File: config.mk
export PLATFORM = sky130hd
export DESIGN_NAME = mru_regs
export DESIGN_NICKNAME = d
export VERILOG_FILES = /design/src/rtl/mru_pkg.sv /design/src/rtl/mru_regs.sv
export VERILOG_INCLUDE_DIRS = /design/src /design/src/rtl
export SDC_FILE = /design/constraint.sdc
export NUM_CORES = 1
export LEC_CHECK = 0
export BUFFER_PORTS_ARGS = -buffer_cell sky130_fd_sc_hd__buf_4
export CORE_MARGIN = 10
export CORE_UTILIZATION = 41
export DETAILED_ROUTE_END_ITERATION = 12
export PLACE_DENSITY = 0.9
export SLEW_MARGIN = 20
export SYNTH_ARGS = -nofsm -noshare
export SYNTH_HDL_FRONTEND = slang
export SYNTH_SLANG_ARGS = --single-unit
File: constraint.sdc
create_clock -name core_clk -period 1.8 [get_ports core_clk]
set_input_delay 0.09 -clock core_clk [delete_from_list [all_inputs] [get_ports core_clk]]
set_output_delay 0.09 -clock core_clk [all_outputs]
set_load 0.05 [all_outputs]
File: src/rtl/mru_params.svh
`ifndef MRU_PARAMS_SVH
`define MRU_PARAMS_SVH
`define MRU_ADDR_DEVICE_INFO   8'h08
`define MRU_ADDR_TEST_MODE     8'h09
`define MRU_ADDR_CAL_CMD       8'h0A
`define MRU_ADDR_RSVD_LO_FIRST 8'h0B
`define MRU_ADDR_RSVD_LO_LAST  8'h0F
`define MRU_ADDR_BANK_MASK     8'h10
`define MRU_ADDR_SEG_MASK      8'h11
`define MRU_ADDR_PATTERN_A     8'h20
`define MRU_ADDR_PATTERN_B     8'h28
`define MRU_ADDR_DEV_RESET     8'h3F
`define MRU_CAL_INIT           8'hFF
`define MRU_CAL_LONG           8'hAB
`define MRU_CAL_SHORT          8'h56
`define MRU_CAL_DEFAULT        8'hC3
`define MRU_MASK_RESET         8'h00
`define MRU_DENS_LSB           2
`define MRU_DENS_MSB           5
`define MRU_WIDTH_LSB          6
`define MRU_WIDTH_MSB          7
`define MRU_DENS_1GB           4'h4
`define MRU_DENS_8GB           4'h7
`define MRU_PATTERN_A_DEF      32'h0000_0000
`define MRU_PATTERN_B_DEF      32'h0000_0000
`endif

File: src/rtl/mru_pkg.sv
package mru_pkg;
  typedef enum logic [2:0] {
    MRU_CAL_NONE    = 3'h0,
    MRU_CAL_INIT_OP = 3'h1,
    MRU_CAL_LONG_OP = 3'h2,
    MRU_CAL_SHORT_OP= 3'h3,
    MRU_CAL_DEF_OP  = 3'h4
  } mru_cal_e;
  typedef struct packed {
    logic       valid;
    logic       write;
    logic [7:0] addr;
    logic [7:0] data;
  } mru_req_s;
  typedef struct packed {
    logic        valid;
    logic        is_pattern;
    logic [7:0]  data;
    logic [31:0] pattern;
  } mru_rsp_s;
endpackage

File: src/rtl/mru_regs.sv
`timescale 1ns/1ps
`include "mru_params.svh"
module mru_regs #(
  parameter logic [3:0] DENSITY_CODE = `MRU_DENS_8GB,
  parameter logic [1:0] WIDTH_CODE   = 2'h0,
  parameter logic [1:0] TYPE_CODE    = 2'h0,
  parameter int         NUM_BANKS    = 8,
  parameter int         ROW_BITS     = 15
) (
  input  wire logic                core_clk,
  input  wire logic                rstn,
  input  wire mru_pkg::mru_req_s   req,
  input  wire logic                cal_ref_to_supply,
  input  wire logic [ROW_BITS-1:0] refresh_row,
  input  wire logic [2:0]          refresh_bank,
  output mru_pkg::mru_rsp_s        rsp,
  output logic                     cal_start,
  output mru_pkg::mru_cal_e        cal_op,
  output logic                     cal_resistor_present,
  output logic [7:0]               bank_mask,
  output logic [7:0]               segment_mask,
  output logic                     refresh_allowed,
  output logic                     device_reset
);

  // strap pin from outside: two stages before use
  logic       strap_meta_q;
  logic       strap_sync_q;
  logic [7:0] bank_mask_q;
  logic [7:0] seg_mask_q;
  logic       cal_start_q;
  mru_pkg::mru_cal_e cal_op_q;
  logic       resistor_q;
  logic       reset_q;
  mru_pkg::mru_rsp_s rsp_q;
  logic       wr;
  logic       rd;
  logic [2:0] seg_idx;
  logic       seg_supported;
  logic [7:0] info_byte;

  function automatic mru_pkg::mru_cal_e decode_cal(input logic [7:0] code);
    case (code)
      `MRU_CAL_INIT:    decode_cal = mru_pkg::MRU_CAL_INIT_OP;
      `MRU_CAL_LONG:    decode_cal = mru_pkg::MRU_CAL_LONG_OP;
      `MRU_CAL_SHORT:   decode_cal = mru_pkg::MRU_CAL_SHORT_OP;
      `MRU_CAL_DEFAULT: decode_cal = mru_pkg::MRU_CAL_DEF_OP;
      default:          decode_cal = mru_pkg::MRU_CAL_NONE;
    endcase
  endfunction

  assign wr = req.valid && req.write;
  assign rd = req.valid && !req.write;
  assign info_byte = {WIDTH_CODE, DENSITY_CODE, TYPE_CODE};

  always_ff @(posedge core_clk) begin
    if (!rstn) begin
      strap_meta_q <= 1'b0;
      strap_sync_q <= 1'b0;
    end else begin
      strap_meta_q <= cal_ref_to_supply;
      strap_sync_q <= strap_meta_q;
    end
  end

  // calibration command decode; pulse lasts one cycle
  always_ff @(posedge core_clk) begin
    if (!rstn) begin
      cal_start_q <= 1'b0;
      cal_op_q    <= mru_pkg::MRU_CAL_NONE;
    end else begin
      cal_start_q <= 1'b0;
      cal_op_q    <= mru_pkg::MRU_CAL_NONE;
      if (wr && req.addr == `MRU_ADDR_CAL_CMD) begin
        if (decode_cal(req.data) == mru_pkg::MRU_CAL_NONE) begin
          cal_start_q <= 1'b0;
        end else if (strap_sync_q) begin
          // supply-tied: only default calibration is ever in effect
          cal_start_q <= 1'b0;
        end else begin
          cal_start_q <= 1'b1;
          cal_op_q    <= decode_cal(req.data);
        end
      end
    end
  end

  always_ff @(posedge core_clk) begin
    if (!rstn) begin
      resistor_q <= 1'b0;
    end else if (wr && req.addr == `MRU_ADDR_CAL_CMD && req.data == `MRU_CAL_INIT) begin
      resistor_q <= !strap_sync_q;
    end
  end

  always_ff @(posedge core_clk) begin
    if (!rstn) begin
      bank_mask_q <= `MRU_MASK_RESET;
    end else if (wr && req.addr == `MRU_ADDR_BANK_MASK) begin
      bank_mask_q <= req.data;
    end
  end

  always_ff @(posedge core_clk) begin
    if (!rstn) begin
      seg_mask_q <= `MRU_MASK_RESET;
    end else if (wr && req.addr == `MRU_ADDR_SEG_MASK) begin
      seg_mask_q <= req.data;
    end
  end

  always_ff @(posedge core_clk) begin
    if (!rstn) begin
      reset_q <= 1'b0;
    end else begin
      reset_q <= wr && req.addr == `MRU_ADDR_DEV_RESET;
    end
  end

  // read path; reserved and write-only addresses read back zero
  always_ff @(posedge core_clk) begin
    if (!rstn) begin
      rsp_q <= '0;
    end else begin
      rsp_q <= '0;
      if (rd) begin
        rsp_q.valid <= 1'b1;
        case (req.addr)
          `MRU_ADDR_DEVICE_INFO: rsp_q.data <= info_byte;
          `MRU_ADDR_PATTERN_A: begin
            rsp_q.is_pattern <= 1'b1;
            rsp_q.pattern    <= `MRU_PATTERN_A_DEF;
          end
          `MRU_ADDR_PATTERN_B: begin
            rsp_q.is_pattern <= 1'b1;
            rsp_q.pattern    <= `MRU_PATTERN_B_DEF;
          end
          // test mode and 0Bh-0Fh carry no user function
          `MRU_ADDR_TEST_MODE: rsp_q.data <= 8'h00;
          default:             rsp_q.data <= 8'h00;
        endcase
      end
    end
  end

  // segment is the top three row bits of the array in use
  assign seg_idx       = refresh_row[ROW_BITS-1 -: 3];
  assign seg_supported = DENSITY_CODE >= `MRU_DENS_1GB && DENSITY_CODE <= `MRU_DENS_8GB;

  // four-bank parts ignore the upper mask bits
  always_comb begin
    refresh_allowed = 1'b1;
    if (NUM_BANKS == 4) begin
      if (bank_mask_q[refresh_bank[1:0]]) begin
        refresh_allowed = 1'b0;
      end
    end else if (bank_mask_q[refresh_bank]) begin
      refresh_allowed = 1'b0;
    end
    if (seg_supported && seg_mask_q[seg_idx]) begin
      refresh_allowed = 1'b0;
    end
  end

  assign rsp                  = rsp_q;
  assign cal_start            = cal_start_q;
  assign cal_op               = cal_op_q;
  assign cal_resistor_present = resistor_q;
  assign bank_mask            = bank_mask_q;
  assign segment_mask         = seg_supported ? seg_mask_q : 8'h00;
  assign device_reset         = reset_q;

endmodule

==> impl_metrics.py <==
metrics = {
    "worst_setup_path": {
        "crit_buf_inv": 1,
        "cp_data_required_time_ns": 1.71,
        "crit_path_end_kind": "output port",
        "crit_family": "multiplexers",
        "crit_chain": "mux4_2 -> mux2_4 -> a211oi_4 -> buf_6",
        "critPathSlowestCell": "mux4_2",
        "worstSetupStartpointType": "register",
        "crit_type": "reg -> out",
        "cpPeakStageDelay_ns": 0.45,
        "arrival_ns": 1.75,
        "cp_max_fo": 2,
    },
    "routing": {
        "antenna_left": 0,
        "drc": 0,
        "vias_per_cell": 4.51,
        "finalWirelength_um": 3740,
        "first_pass_iters": 4,
        "drt_iter0_drc": 66,
        "routed-via-count": 1187,
        "wire_per_inst_um": 14.2,
    },
    "logic_synthesis": {
        "synthFlopType": "dfxtp_1",
        "synthArstFlopShare": 0,
        "synth_seq_cells": 27,
        "synth_edf_count": 0,
        "netlist_top_cells_count": "buf_4 (39), dfxtp_1 (27), nor2_1 (26)",
        "synth.avg_cell_area_um2": 9.54,
        "syn_area_um2": 1460,
        "synth_top_area_share": 0.370,
        "yosys_warnings": 0,
        "synth_seq_area_share": 0.370,
        "synth_cells": 153,
        "yosysMostFrequentCell": "buf_4",
        "yosysTopAreaCell": "dfxtp_1",
        "ys_types": 30,
        "synth_area_leaders": "dfxtp_1 (37%), buf_4 (20%), mux2i_1 (11%), nor2_1 (6.7%), mux4_2 (6.2%)",
    },
    "clock_network": {
        "clk_pin_slew_ns": 0.14,
        "root_buffer": "clkbuf_4",
        "cts_made_buffers": 3,
        "clk-insertion-delay-late_ns": 0.31,
        "cts_tree": "built",
        "cts.sinks": 27,
        "htreeDepth": 1,
        "cts_buffer_depth": 2,
    },
    "grt": {
        "grt_max_degree": 18,
        "grt_pass1_vias": 1192,
        "grt_pass1_wl_um": 5580,
        "antenna_found_initial": 0,
        "grt_overflow": 0,
        "grt_usage": 0.106,
    },
    "floorplanning": {
        "die_y_um": 79.7,
        "die_w_um": 79.7,
        "core_um2": 3390,
        "dieArea_um2": 6350,
        "floorplan.initialDensity": 0.431,
        "io_pins": 104,
        "num_rows": 21,
    },
    "hold_path": {
        "hold_class": "in -> reg",
    },
    "placed_design": {
        "dp_hpwl_um": 3130,
        "place.gp.congestion": 0.835,
        "place_area_um2": 1800,
        "portBuffers": 54,
    },
    "power": {
        "peakVddDrop_uv": 273,
        "finalPower_mw": 1.14,
        "leakage_nw": 0.983,
        "powerDensity_nw_per_um2": 600,
    },
    "run": {
        "drv_cap": 0,
    },
    "cells_and_area": {
        "area_growth_pct": 30.2,
        "drive_gt1_frac": 0.382,
        "seq_area_um2": 551,
        "post-route-cell-area_um2": 1900,
        "antenna_cells": 0,
        "multi_input_area_um2": 767,
        "nFillCells": 312,
        "nets": 257,
    },
    "timing": {
        "period_share": 1.02,
        "fin_skew_ns": 0.000169,
        "rsz0062_at_grt": "yes",
        "layout_min_cycle_time_ns": 1.84,
        "setup_violations": 1,
        "slew_viol_final": 0,
        "finalWorstSetupSlack_ns": -0.0422,
        "max_freq_mhz": 543,
        "timing.final.hold_violations": 0,
    },
    "status": {
        "violations": "negative setup slack",
        "outcome": "finished with violations",
    },
}
==> layout by cell type, fill, tap and decap left out, types with 3 or more instances in the layout <==
| master | synthesis | routed |
|---|---|---|
| buf_4 | 39 | 60 |
| conb_1 | 1 | 37 |
| nor2_1 | 26 | 26 |
| dfxtp_1 | 27 | 19 |
| mux2i_1 | 16 | 16 |
| dfxtp_2 | 0 | 8 |
| nand2_1 | 5 | 5 |
| nand3_1 | 5 | 5 |
| mux4_2 | 4 | 4 |
| nor2b_1 | 3 | 3 |
| nor3_1 | 3 | 3 |
| clkbuf_4 | 0 | 3 |
| dlygate4sd3_1 | 0 | 3 |
==> worst register-to-register path, stage by stage, from the launching register on <==
cell	delay, ns
dfxtp_1	0.32
inv_1	0.07
nand3_2	0.11
a211oi_2	0.21
==> cell type report <==
class,instances,share of cell area
Sequential cell,27,0.290
Inverter,2,0.00395
Clock buffer,4,0.0138
Multi-Input combinational cell,120,0.404
Timing Repair Buffer,64,0.259
Tap cell,46,0.0303
==> final timing paths <==
| kind | start | end | slack, ns | depth (start not counted) |
|---|---|---|---|---|
| min reg2reg | strap_meta_q | strap_sync_q | 0.45 | 1 |
| max | segment_mask[5] | refresh_allowed | -0.04 | 4 |
| max reg2reg | strap_sync_q | cal_op[0] | 1.02 | 3 |
| min | req[9] | device_reset | 0.02 | 3 |
==> state kept, by name (all words and copies together) (netlist names) <==
name / flops
rsp: 3
cal_start: 1
strap_sync_q: 1
segment_mask: 8
strap_meta_q: 1
cal_resistor_present: 1
bank_mask: 8
device_reset: 1
cal_op: 3
==> through the flow <==
step                 util  setup TNS, ns  std cells  hold slack, ns  setup WS [ns]
floorplan               -              0        189           0.173         0.0238
global placement    0.531              0        251           0.282          0.220
detailed placement  0.531              0        251           0.286          0.217
CTS                 0.556        -0.0538        261         0.00372        -0.0538
global route        0.561         -0.104        263          0.0146         -0.104
finish              0.561        -0.0422        263          0.0209        -0.0422
==> per-layer routing <==
| metal | routed length, um | track usage | part of all wire | up-vias |
|---|---|---|---|---|
| met3 | 333 | 0.0327 | 0.089 | 6 |
| met1 | 1360 | 0.109 | 0.36 | 554 |
| met2 | 1970 | 0.194 | 0.53 | 47 |
| met5 | 0 | 0 | 0 | - |
| met4 | 69 | 0.0448 | 0.018 | 0 |
| li1 | - | - | - | 580 |
==> power breakdown <==
group          switching (mW)  total [mW]  internal, mW
combinational           0.225       0.284        0.0595
clock                   0.168       0.255        0.0867
sequential           0.000771       0.601         0.601
==> repair_timing <==
action / CTS / global route
hold buffers: 2 / 1
setup buffers: 4 / 1
endpoints found under the setup margin: 1 / 1
hold endpoints to repair: 2 / 1
pin swaps: 1 / 0
resized for setup: 2 / 0
==> logic make-up (layout without fill, tap and decap cells) <==
family | Yosys count | after routing | synth area share
other | 1 | 37 | 0.00257
buffers and inverters | 42 | 70 | 0.208
muxes | 21 | 21 | 0.179
and+or+nand+nor | 56 | 56 | 0.208
DFF | 27 | 27 | 0.370
AOI/OAI and AO/OA | 6 | 6 | 0.0317
Note: power is estimated with default switching activity, not from simulation.
